===== config.mk =====
export PLATFORM = sky130hd
export DESIGN_NAME = sru_receiver
export DESIGN_NICKNAME = d
export VERILOG_FILES = /design/src/sru_receiver.v
export VERILOG_INCLUDE_DIRS = /design/src
export SDC_FILE = /design/constraint.sdc
export NUM_CORES = 1
export LEC_CHECK = 0
export BUFFER_PORTS_ARGS = -buffer_cell sky130_fd_sc_hd__buf_4
export CAP_MARGIN = 20
export CORE_UTILIZATION = 50
export CTS_CLUSTER_SIZE = 14
export DETAILED_ROUTE_END_ITERATION = 10
export GPL_TIMING_DRIVEN = 0
export MAX_ROUTING_LAYER = met4
export PLACE_DENSITY = 0.68
export SETUP_SLACK_MARGIN = 0.3
export SLEW_MARGIN = 20
export SYNTH_ARGS = -nofsm -noshare
export SYNTH_HDL_FRONTEND = slang
export SYNTH_SLANG_ARGS = --single-unit

===== constraint.sdc =====
create_clock -name sys_clk -period 3.9 [get_ports sys_clk]
set_clock_uncertainty 0.05 [all_clocks]
set_input_delay 0.78 -clock sys_clk [delete_from_list [all_inputs] [get_ports sys_clk]]
set_output_delay 0.78 -clock sys_clk [all_outputs]
set_load 0.01 [all_outputs]

===== src/sru_consts.vh =====
// Behaviour
// - enable takes over serial input pin
// - synchronous mode samples on transfer clock
// - start bit begins frame, shift to stop
// - only first stop bit checked
// - completed frame moves into receive buffer
// - unused upper data bits read zero
// - ninth bit shown in control register
// - data read advances fifo and flags
// - complete flag set while buffer nonempty
// - disable stops reception, releases pin
// - disable empties the fifo
// - irq follows complete flag when enabled
// - error flags stored with each character
// - error flag writes ignored, no irq
// - frame error equals inverted stop bit
// - overrun when fifo full, shifter full, start
// - overrun clears on successful transfer
// - parity check when upper mode bit set
// - parity error zero when checking disabled
// - oversample 16x, or 8x double speed
// - start bit majority vote, reject noise
// - bits decided by three-sample majority in async mode, by one sample on the transfer clock edge in sync mode
`ifndef SRU_CONSTS_VH
`define SRU_CONSTS_VH
`define SRU_ADDR_DATA     2'h0
`define SRU_ADDR_STATUS_A 2'h1
`define SRU_ADDR_CTRL_B   2'h2
`define SRU_ADDR_CTRL_C   2'h3
`define SRU_A_COMPLETE    7
`define SRU_A_FRAME_ERR   4
`define SRU_A_OVERRUN     3
`define SRU_A_PARITY_ERR  2
`define SRU_A_DOUBLE      1
`define SRU_B_IRQ_EN      7
`define SRU_B_RX_EN       4
`define SRU_B_SIZE2       2
`define SRU_B_NINTH       1
`define SRU_C_SYNC        6
`define SRU_C_PAR_HI      5
`define SRU_C_PAR_LO      4
`define SRU_C_STOP_SEL    3
`define SRU_C_SIZE_HI     2
`define SRU_C_SIZE_LO     1
`define SRU_SIZE_NINE     3'h7
`define SRU_OVS_NORMAL    5'h10
`define SRU_OVS_DOUBLE    5'h08
`define SRU_FIFO_DEPTH    2
`define SRU_BAUD_RST      12'h000
`define SRU_SIZE_LO_RST   2'h3
`endif


===== src/sru_receiver.v =====
`include "sru_consts.vh"
`default_nettype none
module sru_receiver (
	input  wire        sys_clk,
	input  wire        rst,
	input  wire [1:0]  reg_addr,
	input  wire [7:0]  reg_wdata,
	input  wire        reg_wr,
	input  wire [11:0] baud_div,
	input  wire        reg_rd,
	output reg  [7:0]  reg_rdata,
	input  wire        serial_in_pin,
	input  wire        transfer_clock_pin,
	output wire        serial_in_override,
	output wire        rx_complete_irq
);
	localparam ST_IDLE  = 3'b001;
	localparam ST_START = 3'b010;
	localparam ST_BITS  = 3'b100;

	// control registers
	reg        receiver_enable_r;
	reg        rx_complete_irq_enable_r;
	reg        size2_r;
	reg        double_speed_select_r;
	reg        sync_mode_r;
	reg  [1:0] parity_mode_field_r;
	reg        stop_bit_select_r;
	reg  [1:0] size_lo_r;
	wire [2:0] char_size_field = {size2_r, size_lo_r};

	// three-stage input synchronisers
	reg  [2:0] rxd_sync_r;
	reg  [2:0] xck_sync_r;
	reg        rxd_clean_r;
	reg        xck_clean_r;
	reg        xck_prev_r;
	// serial line
	always @(posedge sys_clk) begin
		if (rst) begin
			rxd_sync_r  <= 3'h7;
			rxd_clean_r <= 1'b1;
		end else begin
			rxd_sync_r <= {rxd_sync_r[1:0], serial_in_pin};
			if (rxd_sync_r[1] == rxd_sync_r[2])
				rxd_clean_r <= rxd_sync_r[2];
		end
	end

	// transfer clock
	always @(posedge sys_clk) begin
		if (rst) begin
			xck_sync_r  <= 3'h0;
			xck_clean_r <= 1'b0;
			xck_prev_r  <= 1'b0;
		end else begin
			xck_sync_r <= {xck_sync_r[1:0], transfer_clock_pin};
			if (xck_sync_r[1] == xck_sync_r[2])
				xck_clean_r <= xck_sync_r[2];
			xck_prev_r <= xck_clean_r;
		end
	end

	// rising edge of the filtered transfer clock
	wire xck_rise = xck_clean_r & ~xck_prev_r;
	// input gated while disabled: line looks idle
	wire rxd = rxd_clean_r | ~receiver_enable_r;

	// oversample tick from internal baud divider
	reg  [11:0] baud_cnt_r;
	wire        os_tick = (baud_cnt_r == 12'h000);
	wire        baud_reload = rst || !receiver_enable_r || os_tick;
	wire [11:0] baud_load   = rst ? `SRU_BAUD_RST : baud_div;
	always @(posedge sys_clk) begin
		if (baud_reload)
			baud_cnt_r <= baud_load;
		else
			baud_cnt_r <= baud_cnt_r - 12'h001;
	end

	wire [4:0] ovs = double_speed_select_r ? `SRU_OVS_DOUBLE : `SRU_OVS_NORMAL;
	wire [4:0] mid = {1'b0, ovs[4:1]};   // 8 or 4: middle voted sample

	// frame length: data bits + optional parity + first stop
	wire [3:0] data_bits = (char_size_field == `SRU_SIZE_NINE) ? 4'h9 : {2'b00, size_lo_r} + 4'h5;
	wire       par_on    = parity_mode_field_r[1];
	wire [3:0] last_bit  = data_bits + {3'b000, par_on}; // index of stop bit

	reg  [2:0] state_r;
	reg  [4:0] samp_r;
	reg  [1:0] votes_r;
	reg  [3:0] bit_idx_r;
	reg  [8:0] shift_r;
	reg        par_bit_r;
	reg        hold_full_r;
	reg  [8:0] hold_data_r;
	reg        hold_fe_r;
	reg        hold_pe_r;
	reg        ovr_pend_r;

	// fifo storage: data[8:0], frame, overrun, parity
	reg  [11:0] fifo_mem [0:`SRU_FIFO_DEPTH-1];
	reg         rd_ptr_r;
	reg         wr_ptr_r;
	reg  [1:0]  count_r;
	wire        fifo_full  = (count_r == 2'd2);
	wire        rx_complete_flag = receiver_enable_r && (count_r != 2'd0);
	wire        data_read  = reg_rd && (reg_addr == `SRU_ADDR_DATA);
	wire        pop        = data_read && rx_complete_flag;
	wire        push       = hold_full_r && (!fifo_full || pop);

	wire sample_evt = sync_mode_r ? xck_rise : os_tick;
	wire vote_bit   = (votes_r[1] | (votes_r[0] & rxd)); // 2 of 3 high
	reg  [1:0] vote_cnt;
	always @* begin
		vote_cnt = votes_r + {1'b0, rxd};
		if (votes_r == 2'd2)
			vote_cnt = 2'd2;
	end

	wire start_seen = (state_r == ST_IDLE) && !rxd && receiver_enable_r;

	// expected parity over received data
	wire [8:0] data_mask = (9'h1ff >> (4'h9 - data_bits));
	wire       par_calc  = ^(shift_r & data_mask) ^ parity_mode_field_r[0];
	wire       bit_val   = sync_mode_r ? rxd : vote_bit;
	// one bit decided; the hold stage takes the frame at the first stop bit
	wire       bit_done  = (state_r == ST_BITS) && sample_evt && (sync_mode_r || samp_r == mid + 5'h01);
	wire       hold_load = bit_done && (bit_idx_r == last_bit) && (!hold_full_r || push);

	always @(posedge sys_clk) begin
		if (rst || !receiver_enable_r) begin
			state_r   <= ST_IDLE;
			samp_r    <= 5'h00;
			votes_r   <= 2'h0;
			bit_idx_r <= 4'h0;
		end else begin
			case (state_r)
			ST_IDLE: begin
				if (start_seen) begin
					state_r   <= ST_START;
					samp_r    <= 5'h00;
					votes_r   <= 2'h0;
					bit_idx_r <= 4'h0;
				end
			end
			ST_START: if (sample_evt) begin
				if (sync_mode_r) begin
					// first transfer clock edge must still see the start bit
					state_r <= rxd ? ST_IDLE : ST_BITS;
				end else begin
					samp_r <= samp_r + 5'h01;
					if (samp_r >= mid - 5'h01 && samp_r <= mid + 5'h01)
						votes_r <= vote_cnt;
					if (samp_r == mid + 5'h01) begin
						if (vote_bit)
							state_r <= ST_IDLE;
						else begin
							state_r <= ST_BITS;
							votes_r <= 2'h0;
						end
					end
					if (samp_r == ovs - 5'h01)
						samp_r <= 5'h00;
				end
			end
			ST_BITS: if (sample_evt) begin
				if (sync_mode_r)
					samp_r <= 5'h00;
				else begin
					samp_r <= (samp_r == ovs - 5'h01) ? 5'h00 : samp_r + 5'h01;
					if (samp_r >= mid - 5'h01 && samp_r <= mid)
						votes_r <= vote_cnt;
				end
				if (bit_done) begin
					votes_r   <= 2'h0;
					bit_idx_r <= bit_idx_r + 4'h1;
					// first stop bit ends frame; a second one is never waited for
					if (bit_idx_r == last_bit)
						state_r <= ST_IDLE;
				end
			end
			default: state_r <= ST_IDLE;
			endcase
		end
	end

	// data and parity capture
	always @(posedge sys_clk) begin
		if (rst || !receiver_enable_r) begin
			shift_r   <= 9'h000;
			par_bit_r <= 1'b0;
		end else if (bit_done) begin
			if (bit_idx_r < data_bits)
				shift_r[bit_idx_r] <= bit_val;
			else if (bit_idx_r != last_bit)
				par_bit_r <= bit_val;
		end
	end

	// hold stage: one finished frame waiting for fifo room
	always @(posedge sys_clk) begin
		if (rst || !receiver_enable_r) begin
			hold_full_r <= 1'b0;
			hold_data_r <= 9'h000;
			hold_fe_r   <= 1'b0;
			hold_pe_r   <= 1'b0;
		end else if (hold_load) begin
			hold_full_r <= 1'b1;
			hold_data_r <= shift_r & data_mask;
			hold_fe_r   <= ~bit_val;
			hold_pe_r   <= par_on && (par_calc != par_bit_r);
		end else if (push) begin
			hold_full_r <= 1'b0;
		end
	end

	// a frame that finds both stages full is dropped
	always @(posedge sys_clk) begin
		if (rst || !receiver_enable_r)
			ovr_pend_r <= 1'b0;
		else if (start_seen && hold_full_r && fifo_full && !pop)
			ovr_pend_r <= 1'b1;
		else if (push)
			ovr_pend_r <= 1'b0;
	end

	// receive fifo
	always @(posedge sys_clk) begin
		if (push)
			fifo_mem[wr_ptr_r] <= {hold_data_r, hold_fe_r, ovr_pend_r, hold_pe_r};
	end

	always @(posedge sys_clk) begin
		if (rst || !receiver_enable_r)
			wr_ptr_r <= 1'b0;
		else if (push)
			wr_ptr_r <= ~wr_ptr_r;
	end

	always @(posedge sys_clk) begin
		if (rst || !receiver_enable_r)
			rd_ptr_r <= 1'b0;
		else if (pop)
			rd_ptr_r <= ~rd_ptr_r;
	end

	always @(posedge sys_clk) begin
		if (rst || !receiver_enable_r)
			count_r <= 2'd0;
		else
			count_r <= count_r + {1'b0, push} - {1'b0, pop};
	end

	// head entry: data[8:0], frame, overrun, parity
	wire [11:0] head = fifo_mem[rd_ptr_r];
	wire        head_pe = head[0] & parity_mode_field_r[1];

	// control and status writes; error positions have no storage
	wire wr_status = reg_wr && (reg_addr == `SRU_ADDR_STATUS_A);
	wire wr_ctrl_b = reg_wr && (reg_addr == `SRU_ADDR_CTRL_B);
	wire wr_ctrl_c = reg_wr && (reg_addr == `SRU_ADDR_CTRL_C);

	always @(posedge sys_clk) begin
		if (rst)
			double_speed_select_r <= 1'b0;
		else if (wr_status)
			double_speed_select_r <= reg_wdata[`SRU_A_DOUBLE];
	end

	always @(posedge sys_clk) begin
		if (rst)
			rx_complete_irq_enable_r <= 1'b0;
		else if (wr_ctrl_b)
			rx_complete_irq_enable_r <= reg_wdata[`SRU_B_IRQ_EN];
	end

	// clearing it stops reception at once
	always @(posedge sys_clk) begin
		if (rst)
			receiver_enable_r <= 1'b0;
		else if (wr_ctrl_b)
			receiver_enable_r <= reg_wdata[`SRU_B_RX_EN];
	end

	always @(posedge sys_clk) begin
		if (rst)
			size2_r <= 1'b0;
		else if (wr_ctrl_b)
			size2_r <= reg_wdata[`SRU_B_SIZE2];
	end

	always @(posedge sys_clk) begin
		if (rst)
			sync_mode_r <= 1'b0;
		else if (wr_ctrl_c)
			sync_mode_r <= reg_wdata[`SRU_C_SYNC];
	end

	always @(posedge sys_clk) begin
		if (rst)
			parity_mode_field_r <= 2'h0;
		else if (wr_ctrl_c)
			parity_mode_field_r <= reg_wdata[`SRU_C_PAR_HI:`SRU_C_PAR_LO];
	end

	always @(posedge sys_clk) begin
		if (rst)
			stop_bit_select_r <= 1'b0;
		else if (wr_ctrl_c)
			stop_bit_select_r <= reg_wdata[`SRU_C_STOP_SEL];
	end

	always @(posedge sys_clk) begin
		if (rst)
			size_lo_r <= `SRU_SIZE_LO_RST;
		else if (wr_ctrl_c)
			size_lo_r <= reg_wdata[`SRU_C_SIZE_HI:`SRU_C_SIZE_LO];
	end

	// read data, one cycle after the strobe
	reg [7:0] rd_val;
	always @* begin
		rd_val = 8'h00;
		case (reg_addr)
		`SRU_ADDR_DATA:     rd_val = rx_complete_flag ? head[10:3] : 8'h00;
		`SRU_ADDR_STATUS_A: begin
			rd_val[`SRU_A_COMPLETE] = rx_complete_flag;
			rd_val[`SRU_A_FRAME_ERR]  = rx_complete_flag & head[2];
			rd_val[`SRU_A_OVERRUN]    = rx_complete_flag & head[1];
			rd_val[`SRU_A_PARITY_ERR] = rx_complete_flag & head_pe;
			rd_val[`SRU_A_DOUBLE]     = double_speed_select_r;
		end
		`SRU_ADDR_CTRL_B: begin
			rd_val[`SRU_B_IRQ_EN] = rx_complete_irq_enable_r;
			rd_val[`SRU_B_RX_EN]  = receiver_enable_r;
			rd_val[`SRU_B_SIZE2]  = size2_r;
			rd_val[`SRU_B_NINTH]  = rx_complete_flag & head[11];
		end
		`SRU_ADDR_CTRL_C: begin
			rd_val[`SRU_C_SYNC]     = sync_mode_r;
			rd_val[`SRU_C_PAR_HI]   = parity_mode_field_r[1];
			rd_val[`SRU_C_PAR_LO]   = parity_mode_field_r[0];
			rd_val[`SRU_C_STOP_SEL] = stop_bit_select_r;
			rd_val[`SRU_C_SIZE_HI]  = size_lo_r[1];
			rd_val[`SRU_C_SIZE_LO]  = size_lo_r[0];
		end
		default: rd_val = 8'h00;
		endcase
	end

	always @(posedge sys_clk) begin
		if (rst)
			reg_rdata <= 8'h00;
		else if (reg_rd)
			reg_rdata <= rd_val;
		else
			reg_rdata <= 8'h00;
	end

	// pin taken over only while enabled
	assign serial_in_override = receiver_enable_r;
	assign rx_complete_irq    = rx_complete_irq_enable_r & rx_complete_flag;
endmodule
`default_nettype wire


==> flow_summary_export.csv <==
group,metric,value,unit
global_routing,antenna_found_initial,0,
die,start_util,51.4,%
sta,grt_setup_unrepaired,"false",
job,maxCapViolCount,0,
global_routing,grt_max_degree,20,
logic_synthesis,syn_nets,625,
logic_synthesis,synth_area,0.00531,mm^2
drt,viasPerCell,5.51,
worst_setup_path,setup.worst_path.class,"flop to flop",
die,num_rows,37,
global_routing,gr-total-overflow,0,
placement,place_ws,0.343,ns
logic_synthesis,synthSimpleGateAreaFrac,22.4,%
clocking,root_buffer,"clkbuf_8",
placement,dp.cells,738,
logic_synthesis,ys_seq_area_share,44.1,%
worst_setup_path,cp-end-kind,"flop",
global_routing,grt_usage,21.9,%
worst_setup_path,slowest_delay,0.55,ns
sta,period_needed,3.40,ns
worst_setup_path,critPathLaunchType,"flop",
logic_synthesis,yosys.area_share.adder,7.30,%
power,power.total,1.94,mW
sta,finalHoldViolCount,0,
power,pwr_density_cell,326,mW/mm^2
logic_synthesis,synth_enable_flop_cells,24,
worst_setup_path,worstPathArrival,3.58,ns
cells_and_area,layout-drive-gt1-share,12.6,%
cells_and_area,finalNonFillerCells,754,
logic_synthesis,synth-compound-area-share,15.1,%
clocking,clock-sinks,105,
drt,route.vias.total,4158,
cells_and_area,diodes,0,
power,p_leak,2.19,nW
sta,relSlewSlack,29.9,%
die,core_area,0.0103,mm^2
worst_setup_path,r2r_cells,13,
sta,setup_violations,0,
worst_setup_path,slowest_stage,"or4_4",
worst_setup_path,crit_path_max_fanout,10,
die,fp.dieArea,0.0110,mm^2
die,die_height,105,um
global_routing,grt_pass1_wl,18.7,mm
power,p_comb_share,8.4,%
placement,hpwl,8.45,mm
sta,fin_crit_sh,87.2,%
min_path,hold_class,"flop to flop",
cells_and_area,nets,672,
logic_synthesis,synth_top_family_by_area,"simple AND/OR/NAND/NOR gates",
drt,met1_length,5.41,mm
clocking,tritoncts,"done",
clocking,insertion_delay,0.36,ns
drt,wl_per_cell,14.9,um
drt,routed_wl,11.2,mm
drt,top_layer_used,"met4",
sta,drv_slew,0,
logic_synthesis,syn_inst,566,
clocking,cts-buffers-inserted,9,
drt,drt_iter0_drc,228,
drt,routed-wl-met2,5.24,mm
logic_synthesis,yosysWarnings,0,
logic_synthesis,synth.ff_latch_count,105,
worst_setup_path,crit_chain,"ha_1 > buf_2 > a21boi_2 > inv_1 > ha_1 > ha_1 > xnor2_1 > or4_4 > a211oi_4 > nand3_4 > buf_2 > a21oi_1 > nor2_1",
clocking,clock_path_buffers,2,
power,ir_drop,181,uV
sta,worst_pin_slew,1.05,ns
power,intPower,1.44,mW
cells_and_area,nFillCells,917,
worst_setup_path,ff2ff_setup_slack,0.50,ns
drt,drt_first_pass_iters,5,
sta,setup_tns,0,ns
logic_synthesis,yosysUniqueCellTypes,63,
clocking,htreeDepth,3,
placement,port_buffers,36,
placement,routabilityCongestion,0.864,
worst_setup_path,endpoint,"hold_data_r[2]",
cells_and_area,area_delta_synth_final,11.8,%
power,power.share.sequential,58.6,%
die,die-width,105,um
drt,drtAntennaViolNets,0,
power,switchingPower,0.496,mW
logic_synthesis,ys_async_sr_fraction,0,%
worst_setup_path,crit_top_cell,"ha_1",
worst_setup_path,rr_endpoint,"hold_data_r[2]",
logic_synthesis,syn_area_per_cell,9.38,um^2
worst_setup_path,required,4.07,ns
die,io_pins,38,
sta,max_freq,0.294,GHz
worst_setup_path,r2r-start,"size_lo_r[0]",
logic_synthesis,synth_mux_area_share,3.46,%
power,power.share.clock,33.0,%
sta,setup_ws,0.499,ns
clocking,cts.clk_slew.worst_paths,0.11,ns
drt,drc,0,
worst_setup_path,startpoint,"size_lo_r[0]",
logic_synthesis,synth_xor_area_share,4.31,%
drt,wl_met3,406,um
global_routing,grt_pass1_vias,3941,
logic_synthesis,synth_ff_type,"dfxtp_1",
clocking,ctsHoldBuffers,0,
power,p_sw_share,25.6,%
status,status,"complete, no violations",
[Yosys cell counts, types with 3 or more instances]
cell type,number,area (um^2)
a21boi_0,3,22.5
a21oi_1,38,190
a221oi_1,3,26.3
and2_1,5,31.3
and3_1,8,50.1
buf_1,3,11.3
buf_2,4,20.0
clkbuf_1,16,60.1
dfxtp_1,81,1620
edfxtp_1,24,721
ha_1,31,388
inv_1,23,86.3
mux2_2,3,33.8
mux2i_1,15,150
nand2_1,36,135
nand2b_1,14,87.6
nand3_1,24,120
nand3b_1,17,128
nand4_1,5,31.3
nand4b_1,3,26.3
nor2_1,55,206
nor2b_1,14,87.6
nor3_1,15,75.1
o211ai_1,11,82.6
o21a_1,5,37.5
o21ai_0,25,125
o31ai_1,8,60.1
or2_2,8,50.1
or3_1,5,31.3
xnor2_1,11,96.3
xor2_1,10,87.6
[what timing repair did]
item | 4_1_cts | 5_1_grt
endpoints found under the setup margin | 1 | 10
buffers inserted | 0 | 0
pin swaps | 0 | 1
gates resized for setup | 1 | 1
[power groups by stage]
stage | sequential [mW] | clock [mW] | combinational (mW)
floorplan | 1.16 | 0 | 0.110
global placement | 1.16 | 0 | 0.158
detailed placement | 1.16 | 0 | 0.160
CTS | 1.14 | 0.660 | 0.162
global route | 1.14 | 0.705 | 0.182
finish | 1.14 | 0.641 | 0.163
[layer usage]
layer | track usage [%] | vias up
met2 | 35.9 | 77
met5 | - | -
li1 | - | 2111
met4 | 6.94 | 0
met1 | 27.5 | 1955
met3 | 3.99 | 15
[worst max-delay path, delay by kind of cell (launching register included)]
kind            cells  cell delay (ns)
fa+ha+maj           3             0.65
flops               1             0.43
xor+xnor            1             0.15
buf+inv             3             0.47
compound gates      3             0.71
simple gates        3             0.81
[layout by cell type, fill, tap and decap left out, drive strengths merged, types with 5 or more instances in the layout]
cell type / n
and2: 5
nor2: 56
nand3: 25
dfxtp: 81
edfxtp: 24
o21a: 5
o31ai: 8
clkbuf: 26
nand2b: 14
or2: 8
o21ai: 25
o211ai: 11
ha: 31
and3: 8
nand2: 36
or3: 5
nand4: 5
nor2b: 14
inv: 27
mux2i: 15
a21oi: 39
nand3b: 17
xnor2: 11
nor3: 15
xor2: 10
buf: 43
[state kept, by name, summed over array words and instances (netlist names), 2 cells and up, named ones only]
| name | cells |
|---|---|
| fifo_mem | 24 |
| baud_cnt_r | 12 |
| hold_data_r | 9 |
| shift_r | 9 |
| reg_rdata | 8 |
| samp_r | 5 |
| bit_idx_r | 4 |
| rxd_sync_r | 3 |
| state_r | 3 |
| xck_sync_r | 3 |
| count_r | 2 |
| parity_mode_field_r | 2 |
| size_lo_r | 2 |
| votes_r | 2 |
[kinds of logic after synthesis]
group,Yosys count
AND/OR/NAND/NOR,223
AO/OA/AOI/OAI,120
flip-flops,105
buffers and inverters,46
adder cells (fa/ha/maj),31
XOR/XNOR,23
multiplexers,18
[metrics by stage]
step	cell area, um^2	utilization [%]	hold WS [ns]
2_1_floorplan	5310	-	0.339
3_3_place_gp	5750	55.7	0.345
3_5_place_dp	5750	55.7	0.356
4_1_cts	5940	57.5	0.384
5_1_grt	5940	57.5	0.399
6_report	5940	57.5	0.376
[worst min path at each step]
stage / startpoint / end / slack (ns) / cells past startpoint
final: rxd_sync_r[0] / rxd_sync_r[1] / 0.38 / 1
after detailed placement: rxd_sync_r[0] / rxd_sync_r[1] / 0.36 / 1
after global routing: rxd_sync_r[0] / rxd_sync_r[1] / 0.40 / 1
after CTS: rxd_sync_r[0] / rxd_sync_r[1] / 0.38 / 1
after global placement: rxd_sync_r[0] / rxd_sync_r[1] / 0.35 / 1
after floorplan: rxd_sync_r[0] / rxd_sync_r[1] / 0.34 / 1
[area by class of cell]
class                      instances  area, um^2  area share [%]
tap                              136         170            2.86
timing repair buffer              36         270            4.55
buffer                            23        91.3            1.54
inverter                          23        86.3            1.45
clock inverter                     6        56.3           0.948
clock buffer                      10         128            2.15
multi-input combinational        415        2800            47.1
sequential                       105        2340            39.4
(Power assumes the default switching activity.)
